**src/inc/eag_pkg.sv**
```systemverilog
// eag_pkg: constants and types for the effective address generator.
// assumes the decoder supplies mode, field width and access size codes.
package eag_pkg;

	// addressing modes
	typedef enum logic [3:0] {
		EAG_M_REG_DIRECT = 4'h0,
		EAG_M_REG_IND    = 4'h1,
		EAG_M_REG_DISP   = 4'h2,
		EAG_M_POST_INC   = 4'h3,
		EAG_M_PRE_DEC    = 4'h4,
		EAG_M_ABS        = 4'h5,
		EAG_M_IMM        = 4'h6,
		EAG_M_PC_REL     = 4'h7,
		EAG_M_MEM_IND    = 4'h8
	} eag_mode_t;

	// instruction classes as seen by address generation
	typedef enum logic [2:0] {
		EAG_C_ARITH    = 3'h0,
		EAG_C_XFER     = 3'h1,
		EAG_C_BIT      = 3'h2,
		EAG_C_JUMP     = 3'h3, // absolute_jump_op / absolute_call_op
		EAG_C_RCALL    = 3'h4, // relative_call_op
		EAG_C_IMPLICIT = 3'h5, // address_add_op, address_subtract_op, steps
		EAG_C_TRAP     = 3'h6  // software_trap_op
	} eag_class_t;

	// width of the extension field
	typedef enum logic [1:0] {
		EAG_W8  = 2'h0,
		EAG_W16 = 2'h1,
		EAG_W24 = 2'h2,
		EAG_W32 = 2'h3
	} eag_width_t;

	// access size
	typedef enum logic [1:0] {
		EAG_SZ_BYTE = 2'h0,
		EAG_SZ_WORD = 2'h1,
		EAG_SZ_LONG = 2'h2
	} eag_size_t;

	// sequencer states
	typedef enum logic [1:0] {
		EAG_S_IDLE = 2'h0,
		EAG_S_WAIT = 2'h1,
		EAG_S_FETCH = 2'h2
	} eag_state_t;

	localparam logic [31:0] EAG_STEP_BYTE = 32'h0000_0001;
	localparam logic [31:0] EAG_STEP_WORD = 32'h0000_0002;
	localparam logic [31:0] EAG_STEP_LONG = 32'h0000_0004;
	localparam logic [15:0] EAG_ABS8_FILL = 16'hFFFF;
	localparam logic [15:0] EAG_IND_FILL  = 16'h0000;
	localparam logic [7:0]  EAG_TOP_ZERO  = 8'h00;
	localparam int          EAG_NREG      = 8;

endpackage : eag_pkg

```
**src/core/eag_core.sv**
```systemverilog
// eag_core: effective address generator with its address register bank.
// assumes decoder and memory bus logic on ref_clk; no pin synchronising.
`timescale 1ns/1ps

// Functional notes
// - drop upper eight bits of every 24-bit address; memory sees 16 bits.
// - arithmetic and logic operands only register direct or immediate.
// - data transfers allow all modes except pc relative and memory indirect.
// - bit operand direct, indirect or absolute; bit number reg or 3-bit.
// - register direct picks 32-bit register, 16-bit half or low-word byte.
// - register indirect uses low 24 bits of the address register.
// - displacement 16 sign-extended or 24 bits added; low 24 bits used.
// - post-increment address_add_op 1, 2 or 4 to full register after access.
// - pre-decrement subtracts 1, 2 or 4 first, writes back, uses low 24.
// - 8-bit absolute forces upper bits to one: window FF00 to FFFF.
// - 16-bit absolute fills upper eight bits by sign extension.
// - 24-bit absolute reaches the whole 0000 to FFFF space.
// - immediate mode passes 8, 16 or 32-bit constant as operand.
// - implicit step immediates for address add/subtract; 2-bit trap vector.
// - pc relative sign-extends 8 or 16-bit displacement onto next pc.
// - memory indirect: absolute jump/call only; pc relative: relative call.
// - memory indirect reads a longword, drops first byte, 24-bit target.
// - memory indirect pointer has upper bits zero: 0000 to 00FF.
// - 24-bit values enter 32-bit arithmetic with top byte zero.
module eag_core (
	// clock, reset, enable
	input  wire logic                 ref_clk,
	input  wire logic                 sys_rst,
	input  wire logic                 clk_en,
	// decoded request
	input  wire logic                 req_valid,
	input  wire eag_pkg::eag_class_t  op_class,
	input  wire eag_pkg::eag_mode_t   ea_mode,
	input  wire eag_pkg::eag_width_t  ext_width,
	input  wire eag_pkg::eag_size_t   acc_size,
	input  wire logic [3:0]           reg_sel,
	input  wire logic [31:0]          ext_field,
	input  wire logic [23:0]          pc_next,
	input  wire logic                 bit_from_reg,
	input  wire logic [3:0]           bit_reg_sel,
	input  wire logic [2:0]           bit_imm,
	input  wire logic                 access_done,
	// register bank load port
	input  wire logic                 reg_wr_en,
	input  wire logic [2:0]           reg_wr_idx,
	input  wire logic [31:0]          reg_wr_data,
	// memory indirect fetch
	input  wire logic                 mem_rd_ack,
	input  wire logic [31:0]          mem_rd_data,
	output logic                      mem_rd_req,
	output logic [15:0]               mem_rd_addr,
	// results
	output logic                      ea_busy,
	output logic                      ea_valid,
	output logic                      ea_illegal,
	output logic [15:0]               ea_addr,
	output logic [15:0]               branch_target,
	output logic [31:0]               operand_value,
	output logic [2:0]                bit_num
);
	import eag_pkg::*;

	typedef struct packed {
		eag_state_t                    state;
		logic [EAG_NREG-1:0][31:0]     regs;
		logic                          busy;
		logic                          valid;
		logic                          illegal;
		logic [15:0]                   addr;
		logic [15:0]                   target;
		logic [31:0]                   operand;
		logic [2:0]                    bitn;
		logic                          rd_req;
		logic [15:0]                   rd_addr;
		logic [31:0]                   wb_val;
		logic [2:0]                    wb_idx;
		eag_mode_t                     mode;
		eag_class_t                    opc;
		eag_width_t                    width;
		eag_size_t                     size;
	} eag_st_t;

	localparam eag_st_t EAG_ST_RST = '0;

	eag_st_t q;
	eag_st_t d;

	// which modes each class may use; also read by the checks below
	function automatic logic eag_allowed(eag_class_t c, eag_mode_t m);
		case (c)
			EAG_C_ARITH:    return m == EAG_M_REG_DIRECT || m == EAG_M_IMM;
			EAG_C_XFER:     return m != EAG_M_PC_REL && m != EAG_M_MEM_IND &&
			                       m <= EAG_M_MEM_IND;
			EAG_C_BIT:      return m == EAG_M_REG_DIRECT || m == EAG_M_REG_IND ||
			                       m == EAG_M_ABS;
			EAG_C_JUMP:     return m == EAG_M_REG_IND || m == EAG_M_ABS ||
			                       m == EAG_M_MEM_IND;
			EAG_C_RCALL:    return m == EAG_M_PC_REL;
			EAG_C_IMPLICIT: return m == EAG_M_REG_DIRECT;
			EAG_C_TRAP:     return m == EAG_M_IMM;
			default:        return 1'b0;
		endcase
	endfunction : eag_allowed

	// step for stepping modes and implicit immediates
	function automatic logic [31:0] eag_step(eag_size_t s);
		case (s)
			EAG_SZ_BYTE: return EAG_STEP_BYTE;
			EAG_SZ_WORD: return EAG_STEP_WORD;
			default:     return EAG_STEP_LONG;
		endcase
	endfunction : eag_step

	// byte register pick: sel[3] low chooses the high byte of the low word
	function automatic logic [7:0] eag_byte(logic [31:0] r, logic hi_n);
		return hi_n ? r[7:0] : r[15:8];
	endfunction : eag_byte

	logic        take;
	logic        ok;
	logic [31:0] sel_reg;
	logic [23:0] disp24;
	logic [31:0] disp_sum;
	logic [23:0] ea24;
	logic [7:0]  bit_byte;

	assign take = req_valid && !q.busy;
	// bit number source byte, same byte coding as register direct
	assign bit_byte = eag_byte(q.regs[bit_reg_sel[2:0]], bit_reg_sel[3]);
	assign ok   = eag_allowed(op_class, ea_mode);
	assign sel_reg = q.regs[reg_sel[2:0]];

	// displacement for register indirect: 16-bit is sign extended
	assign disp24 = (ext_width == EAG_W16) ?
		{{8{ext_field[15]}}, ext_field[15:0]} : ext_field[23:0];
	assign disp_sum = sel_reg + {EAG_TOP_ZERO, disp24};

	// address per mode, formed combinationally from fields and registers
	always_comb begin
		case (ea_mode)
			EAG_M_REG_IND:  ea24 = sel_reg[23:0];
			EAG_M_REG_DISP: ea24 = disp_sum[23:0];
			EAG_M_POST_INC: ea24 = sel_reg[23:0];
			EAG_M_PRE_DEC:  ea24 = 24'(sel_reg - eag_step(acc_size));
			EAG_M_ABS: begin
				if (ext_width == EAG_W8)
					ea24 = {EAG_ABS8_FILL, ext_field[7:0]};
				else if (ext_width == EAG_W16)
					ea24 = {{8{ext_field[15]}}, ext_field[15:0]};
				else
					ea24 = ext_field[23:0];
			end
			EAG_M_PC_REL: begin
				if (ext_width == EAG_W8)
					ea24 = pc_next + {{16{ext_field[7]}}, ext_field[7:0]};
				else
					ea24 = pc_next + {{8{ext_field[15]}}, ext_field[15:0]};
			end
			EAG_M_MEM_IND:  ea24 = {EAG_IND_FILL, ext_field[7:0]};
			default:        ea24 = '0;
		endcase
	end

	// next state; an external load is overridden by a write-back to the
	// same register since the write-back is the architectural result
	always_comb begin
		d = q;
		d.valid = 1'b0;
		if (reg_wr_en)
			d.regs[reg_wr_idx] = reg_wr_data;
		case (q.state)
			EAG_S_IDLE: begin
				if (take) begin
					d.mode    = ea_mode;
					d.opc     = op_class;
					d.width   = ext_width;
					d.size    = acc_size;
					d.illegal = !ok;
					d.addr    = ea24[15:0];
					d.target  = ea24[15:0];
					d.wb_idx  = reg_sel[2:0];
					d.bitn    = bit_from_reg ? bit_byte[2:0] : bit_imm;
					d.operand = '0;
					if (!ok)
						d.valid = 1'b1;
					else if (ea_mode == EAG_M_MEM_IND) begin
						d.busy    = 1'b1;
						d.rd_req  = 1'b1;
						d.rd_addr = ea24[15:0];
						d.state   = EAG_S_FETCH;
					end else begin
						d.valid = 1'b1;
						case (ea_mode)
							EAG_M_REG_DIRECT: begin
								if (op_class == EAG_C_IMPLICIT)
									d.operand = eag_step(acc_size);
								else if (acc_size == EAG_SZ_BYTE)
									d.operand = {24'h000000,
										eag_byte(sel_reg, reg_sel[3])};
								else if (acc_size == EAG_SZ_WORD)
									d.operand = {16'h0000, reg_sel[3] ?
										sel_reg[31:16] : sel_reg[15:0]};
								else
									d.operand = sel_reg;
							end
							EAG_M_IMM: begin
								if (op_class == EAG_C_TRAP)
									d.operand = {30'h0, ext_field[1:0]};
								else if (ext_width == EAG_W8)
									d.operand = {24'h000000, ext_field[7:0]};
								else if (ext_width == EAG_W16)
									d.operand = {16'h0000, ext_field[15:0]};
								else
									d.operand = ext_field;
							end
							EAG_M_POST_INC: begin
								d.wb_val = sel_reg + eag_step(acc_size);
								d.busy   = 1'b1;
								d.state  = EAG_S_WAIT;
							end
							EAG_M_PRE_DEC: begin
								d.wb_val = sel_reg - eag_step(acc_size);
								d.busy   = 1'b1;
								d.state  = EAG_S_WAIT;
							end
							default: d.operand = '0;
						endcase
					end
				end
			end
			EAG_S_WAIT: begin
				// write-back lands on the edge that ends the operand access
				if (access_done) begin
					d.regs[q.wb_idx] = q.wb_val;
					d.busy  = 1'b0;
					d.state = EAG_S_IDLE;
				end
			end
			EAG_S_FETCH: begin
				if (mem_rd_ack) begin
					d.target = mem_rd_data[15:0];
					d.addr   = mem_rd_data[15:0];
					d.rd_req = 1'b0;
					d.busy   = 1'b0;
					d.valid  = 1'b1;
					d.state  = EAG_S_IDLE;
				end
			end
			default: d = EAG_ST_RST;
		endcase
	end

	// single state register; enable low freezes everything
	always_ff @(posedge ref_clk) begin
		if (sys_rst)
			q <= EAG_ST_RST;
		else if (clk_en)
			q <= d;
	end

	assign mem_rd_req    = q.rd_req;
	assign mem_rd_addr   = q.rd_addr;
	assign ea_busy       = q.busy;
	assign ea_valid      = q.valid;
	assign ea_illegal    = q.illegal;
	assign ea_addr       = q.addr;
	assign branch_target = q.target;
	assign operand_value = q.operand;
	assign bit_num       = q.bitn;
endmodule : eag_core

```
**config.mk**
```make
export PLATFORM = sky130hd
export DESIGN_NAME = eag_core
export DESIGN_NICKNAME = d
export VERILOG_FILES = /design/src/inc/eag_pkg.sv /design/src/core/eag_core.sv
export SDC_FILE = /design/constraint.sdc
export NUM_CORES = 1
export LEC_CHECK = 0
export BUFFER_PORTS_ARGS = -buffer_cell sky130_fd_sc_hd__buf_2
export CORE_ASPECT_RATIO = 1.25
export CORE_MARGIN = 1.5
export CORE_UTILIZATION = 55
export DETAILED_ROUTE_END_ITERATION = 8
export PLACE_DENSITY = 0.78
export RECOVER_POWER = 50
export SLEW_MARGIN = 0
export SYNTH_ARGS = -nofsm -noshare
export SYNTH_HDL_FRONTEND = slang
export SYNTH_SLANG_ARGS = --single-unit
```
**constraint.sdc**
```tcl
create_clock -name ref_clk -period 3.9 [get_ports ref_clk]
set_clock_uncertainty 0.15 [all_clocks]
set_input_delay 0.195 -clock ref_clk [delete_from_list [all_inputs] [get_ports ref_clk]]
set_output_delay 0.195 -clock ref_clk [all_outputs]
set_load 0.02 [all_outputs]
```
# Yosys cells after proc, flatten, opt, wreduce, memory -nomap -nowiden
# Index checks and enable logic that the tools add are counted.
[totals]
out_inout_bits = 87
inputBits = 153
regBits = 380
wordCells = 157
[op_classes]
addsub = 6
n_reduce_logical = 27
eq_ne = 28
mux = 67
n_lt_le_gt_ge = 7
n_bitwise = 2
[ops]
columns = ["op", "count"]
rows = [
  ["two-way mux 32 bit", 23],
  ["bitwise mux 256 bit", 2],
  ["case mux 256 bit (2 select lines)", 1],
  ["two-way mux 259 bit", 1],
  ["two-way mux 256 bit", 1],
  ["binary-select mux 32 bit (select 3 bit)", 2],
  ["demux 32 bit (select 3 bit)", 2],
  ["two-way mux 133 bit", 1],
  ["case mux 32 bit (2 select lines)", 2],
  ["case mux 62 bit (2 select lines)", 1],
  ["case mux 16 bit (6 select lines)", 1],
  ["case mux 32 bit (3 select lines)", 1],
  ["case mux 35 bit (2 select lines)", 1],
  ["two-way mux 49 bit", 1],
  ["adder 16 bit", 3],
  ["two-way mux 16 bit", 3],
  ["adder 32 bit", 1],
  ["subtractor 32 bit", 1],
  ["AND reduction 6 bit", 3],
  ["two-way mux 17 bit", 1],
  ["== test 4 x 3 -> 1 bit, second input constant", 4],
  ["< comparator 3 x 4 -> 1 bit, second input constant", 4],
  ["subtractor 16 bit", 1],
  ["two-way mux 2 bit", 6],
  ["35 further kinds", 70],
]

# Longest topological paths before layout
[logic_depth]
word_depth = 13
ltp_mapped = 17
mapped_depth_nobuf = 17

# Worst setup path after synthesis
# No wires, ideal clock.
[synth_timing]
path_type = "input -> register"
startpoint = "input ea_mode[0]"
endpoint = "register q[45] (netlist bit)"
setup_ps = 127
arrival_ps = 4010
slack_ps = -387
cell_stages = 17
required_time_ps = 3623
n_path_buf = 5
cell_sequence = "buf_4 -> clkbuf_1 -> nor2_1 -> nand2_1 -> clkbuf_1 -> buf_1 -> inv_1 -> ha_1 -> clkbuf_1 -> a211oi_1 -> nor2_1 -> or4_1 -> a221oi_2 -> o21ai_1 -> o21ai_0 -> nor4_1 -> or3_1"
[synth_via]
elab_chain_len = 6
word_cells_on_any_way = 28
classes_between = "order compare: 1; eq/ne: 12; mux: 6; reduce/logical: 9"
[synth_rtl]
columns = ["item", "line_no", "source"]
rows = [
  ["start, declared", "eag_core.sv:33", "input wire eag_pkg::eag_mode_t ea_mode,"],
  ["branches (longest 6 deep; another with <= comparator 4 bit)", "n/a", ""],
  ["end signal, assigned", "eag_core.sv:256", "q <= EAG_ST_RST;"],
  ["end signal, assigned", "eag_core.sv:258", "q <= d;"],
  ["end, declared", "eag_core.sv:85", "eag_st_t q;"],
]
# Parallel ways; which one is timed is not known. The select of a mux whose other input is x is not followed.
# A chain may end at the register's enable or synchronous reset.

# Worst setup path after layout
[layout_timing]
startpoint = "register q[366] (netlist bit)"
endpoint = "register q[45] (netlist bit)"
[layout_via]
elab_chain_len = 8
word_cells_on_any_way = 9
classes_between = "add/sub: 2; mux: 7"
[layout_rtl]
columns = ["item", "line_no", "source"]
rows = [
  ["binary-select mux 32 bit (select 3 bit) (*)", "eag_core.sv:131", "assign sel_reg = q.regs[reg_sel[2:0]];"],
  ["two-way mux 32 bit (not written as such) (*)", "eag_core.sv:131", ""],
  ["subtractor 32 bit or adder 32 bit (tied branches)", "eag_core.sv:222, eag_core.sv:217", ""],
  ["case mux 32 bit (2 select lines) (*)", "eag_core.sv:193", "case (ea_mode)"],
  ["two-way mux 32 bit (*)", "eag_core.sv:186", "else if (ea_mode == EAG_M_MEM_IND) begin"],
  ["two-way mux 49 bit (*)", "eag_core.sv:184", "if (!ok)"],
  ["two-way mux 133 bit (*)", "eag_core.sv:173", "if (take) begin"],
  ["case mux 62 bit (2 select lines) (*)", "eag_core.sv:171", "case (q.state)"],
]
# Every way passes the cells marked *; elsewhere a longest branch is shown, timed or not. The select of a mux whose other input is x is not followed.

==> impl_metrics.yaml <==
run_status:
  outcome: "complete, but fails checks"
  violations: "capacitance limit, slew limit"
pwr:
  p_sw_share_pct: 28.14
  comb_power_share_pct: 15.4
  pwr-share-clk_pct: 43.7
  leakage_component_of_the_power_nw: 11.91
  worst_ir_drop_vdd_uv: 274.5
  netSwitchingPower_w: 0.002620
  report.power.total_w: 0.009310
  pwr-share-seq_pct: 40.9
  power.density_nw_per_um2: 316.0
  power_report.internal_total_w: 0.006691
sta:
  worst-slew-pin-transition_ns: 1.860
  final_min_period_over_clock_period_pct: 95.57
  setup_tns_ns: 0
  worst_slack_ns: 0.1727
  timing_max_transition_violations_final: 152
  setup_viol_count_final: 0
  fmax_mhz: 268.3
  final-hold-violation-count: 0
  worst_slew_margin_rel_pct: -24.02
  rsz0062_at_grt: "no"
  hold_ws_ns: 0.005322
  fin_crit_ns: 3.727
die:
  fp.dieArea_um2: 48370
  effective_utilization_at_floorplan_pct: 55.83
  core_region_area_um2: 46350
  floorplan.die.height_um: 245.5
  die_x_um: 197.0
  num_io_pins: 240
  placementRows: 88
clock_tree:
  cts.htree.levels: 2
  clk_latency_ns: 0.57
  clkTransAtPathRegs_ns: 0.07
  clock_sinks: 364
  clock_path_buffers: 3
  tritoncts: "built"
  cts-root-buf: "sky130_fd_sc_hd__clkbuf_16"
  cts_made_buffers: 38
final_layout:
  post_route_cells_drive_above_1_share_pct: 15.71
  synthToLayoutAreaGrowth_pct: 13.84
  fin_area_um2: 29460
  filler_cell_count: 3759
  fin_nets: 3558
synth:
  post_synth_most_frequent_cells: "381 x sky130_fd_sc_hd__nor2_1, 364 x sky130_fd_sc_hd__dfxtp_1, 345 x sky130_fd_sc_hd__a21oi_1"
  synthMostInstantiatedCell: "sky130_fd_sc_hd__nor2_1"
  number_of_register_bits_inferred_by_synthesis: 364
  synth-warning-count: 0
  netlist-cell-type-count: 77
  synth_top_cells_by_area: "sky130_fd_sc_hd__dfxtp_1 28%, sky130_fd_sc_hd__mux2i_1 11%, sky130_fd_sc_hd__mux4_2 6.9%"
  synthFlopType: "sky130_fd_sc_hd__dfxtp_1"
  synth_top_area_share_pct: 28.16
  post_synthesis_net_count: 3418
  syn_inst: 3192
  seq_total_area_yosys_pct: 28.16
  synth_area_leader_cell: "sky130_fd_sc_hd__dfxtp_1"
  synth_edf_count: 0
  synthArstFlopShare_pct: 0
  avgSynthCellArea_um2: 8.108
  mapped_area_um2: 25880
setup_path:
  worst-setup-path-type: "reg -> reg"
  worst-r2r-cell-count: 12
  worstPathCellList: "mux4_2 > mux2_2 > ha_1 > a21oi_1 > buf_4 > nand2_1 > or3_1 > o2111ai_1 > o21ai_1 > o21ai_0 > nor4_1 > or3_1"
  required_ns: 4.20
  critical_path_buf_inv_count: 1
  cp_common_cell: "sky130_fd_sc_hd__or3_1"
  worstSetupEndpointType: "register"
  crit_path_start_kind: "register"
  cp.depth: 12
  critical_path_arrival_ns: 4.02
  critical_path_peak_fanout: 4
  crit_path_max_incr_delay_ns: 0.48
  gate_family_responsible_for_the_most_delay_along_the_worst_path: "compound AO/OA/AOI/OAI gates"
  worst_path_max_delay_cell: "sky130_fd_sc_hd__mux4_2"
grt:
  antenna_found_initial: 8
  grt_pass1_wl_mm: 144.5
  grt_max_degree: 261
  groute.usage.overall_pct: 38.02
  globalRoute.totalOverflow: 0
  number_of_global_route_vias_before_repair: 25950
detailed_routing:
  drc: 0
  via_count: 26850
  antenna_left: 0
  detail_route.iter0.violations: 3913
  top_layer_used: "met5"
  first_pass_iters: 6
  wl_per_cell_um: 23.82
  via_per_inst: 6.720
  met2_wirelength_mm: 43.23
  m1WireLength_mm: 33.42
  wl_mm: 95.20
  met3_wirelength_mm: 11.03
placement:
  pre_cts_ws_ns: -0.2994
  placed_cell_area_um2: 27920
  place.detailed.hpwl_mm: 59.94
  port_buffers: 215
  gpl.final_weighted_congestion: 1.015
hold_path:
  number_of_cells_on_the_worst_hold_path: 4
  worstHoldPathType: "in -> reg"
run:
  maxCapViolCount: 2
final cells by class:
class | instances | area [um2] | area share (%)
multi-input combinational | 2419 | 16790 | 56.99
antenna | 5 | 12.51 | 0.04247
timing repair buffer | 470 | 3072 | 10.43
tap | 630 | 788.3 | 2.676
inverter | 39 | 150.1 | 0.5096
clock buffer | 52 | 1054 | 3.576
sequential | 364 | 7287 | 24.73
clock inverter | 17 | 307.8 | 1.045
layout by cell type (no fill, tap or decap), drive strengths merged, types with 9 or more instances in the layout:
cell         instances
mux2                16
a31oi               14
nor2               381
a21oi              347
or3                 12
xnor2               37
mux4                79
and2                15
nand2b              14
a22o                13
a211oi              26
buf                332
dfxtp              364
or2                  9
nor2b              272
o21a                10
clkbuf             151
ha                  70
and3                16
nor3                45
a22oi               43
a21o                28
xor2                23
nand2              170
dlygate4sd3         39
o22ai              258
inv                 40
mux2i              292
o21ai               86
a221oi              15
nand3               33
per-layer routing:
metal,vias up,global-route usage (%)
met4,6,27.50
met5,-,0
li1,11740,-
met2,2015,61.29
met3,539,8.696
met1,12550,44.41
logic make-up after synthesis:
kind of cell | Yosys count | share of synthesized area [%]
muxes | 387 | 18.86
adders and majority gates | 73 | 3.616
buffers and inverters | 409 | 7.392
DFF | 364 | 28.16
AOI/OAI and AO/OA | 894 | 20.99
xor gates and xnor gates | 61 | 2.118
and+or+nand+nor | 1004 | 18.86
through the flow:
stage | std cells | util (%)
final | 3996 | 63.56
after global routing | 3996 | 63.56
after CTS | 3991 | 64.01
after detailed placement | 3883 | 60.24
after global placement | 3883 | 60.24
after floorplan | 3192 | -
power groups by stage:
stage / Sequential (W) / Clock [W] / Combinational, W
5_1_grt: 0.00381 / 0.00420 / 0.00152
6_report: 0.00381 / 0.00406 / 0.00144
3_5_place_dp: 0.00389 / 0 / 0.00136
3_3_place_gp: 0.00388 / 0 / 0.00133
4_1_cts: 0.00380 / 0.00407 / 0.00140
2_1_floorplan: 0.00388 / 0 / 0.000921
sequential cells by signal (all words and copies together) (netlist names):
signal	flops
mem_rd_req	1
q	293
ea_illegal	1
ea_addr	16
operand_value	32
ea_valid	1
bit_num	3
mem_rd_addr	16
ea_busy	1
worst register-to-register path, stage by stage, from the launching register on:
cell,delay [ns]
sky130_fd_sc_hd__dfxtp_1,0.34
sky130_fd_sc_hd__mux4_2,0.48
sky130_fd_sc_hd__mux2_2,0.30
sky130_fd_sc_hd__ha_1,0.34
sky130_fd_sc_hd__a21oi_1,0.20
sky130_fd_sc_hd__buf_4,0.14
sky130_fd_sc_hd__nand2_1,0.08
sky130_fd_sc_hd__or3_1,0.39
sky130_fd_sc_hd__o2111ai_1,0.27
sky130_fd_sc_hd__o21ai_1,0.20
sky130_fd_sc_hd__o21ai_0,0.27
sky130_fd_sc_hd__nor4_1,0.07
sky130_fd_sc_hd__or3_1,0.38
final timing paths:
| check | end | from | slack, ns |
|---|---|---|---|
| min | ea_addr[10]$_SDFFE_PP0P_ | mem_rd_data[10] | 0.005 |
| max reg2reg | q[45]$_SDFFE_PP0P_ | q[366]$_SDFFE_PP0P_ | 0.17 |
| min reg2reg | mem_rd_addr[10]$_SDFFE_PP0P_ | mem_rd_addr[10]$_SDFFE_PP0P_ | 0.31 |
| max | q[45]$_SDFFE_PP0P_ | q[366]$_SDFFE_PP0P_ | 0.17 |
repair_timing:
action                                 CTS  global route
gates resized for setup                  0             6
setup endpoints to repair                0             6
endpoints found under the hold margin   36             0
hold buffers                            39             0
buffers inserted                         0             0
Power figures use the tool's default switching activity.
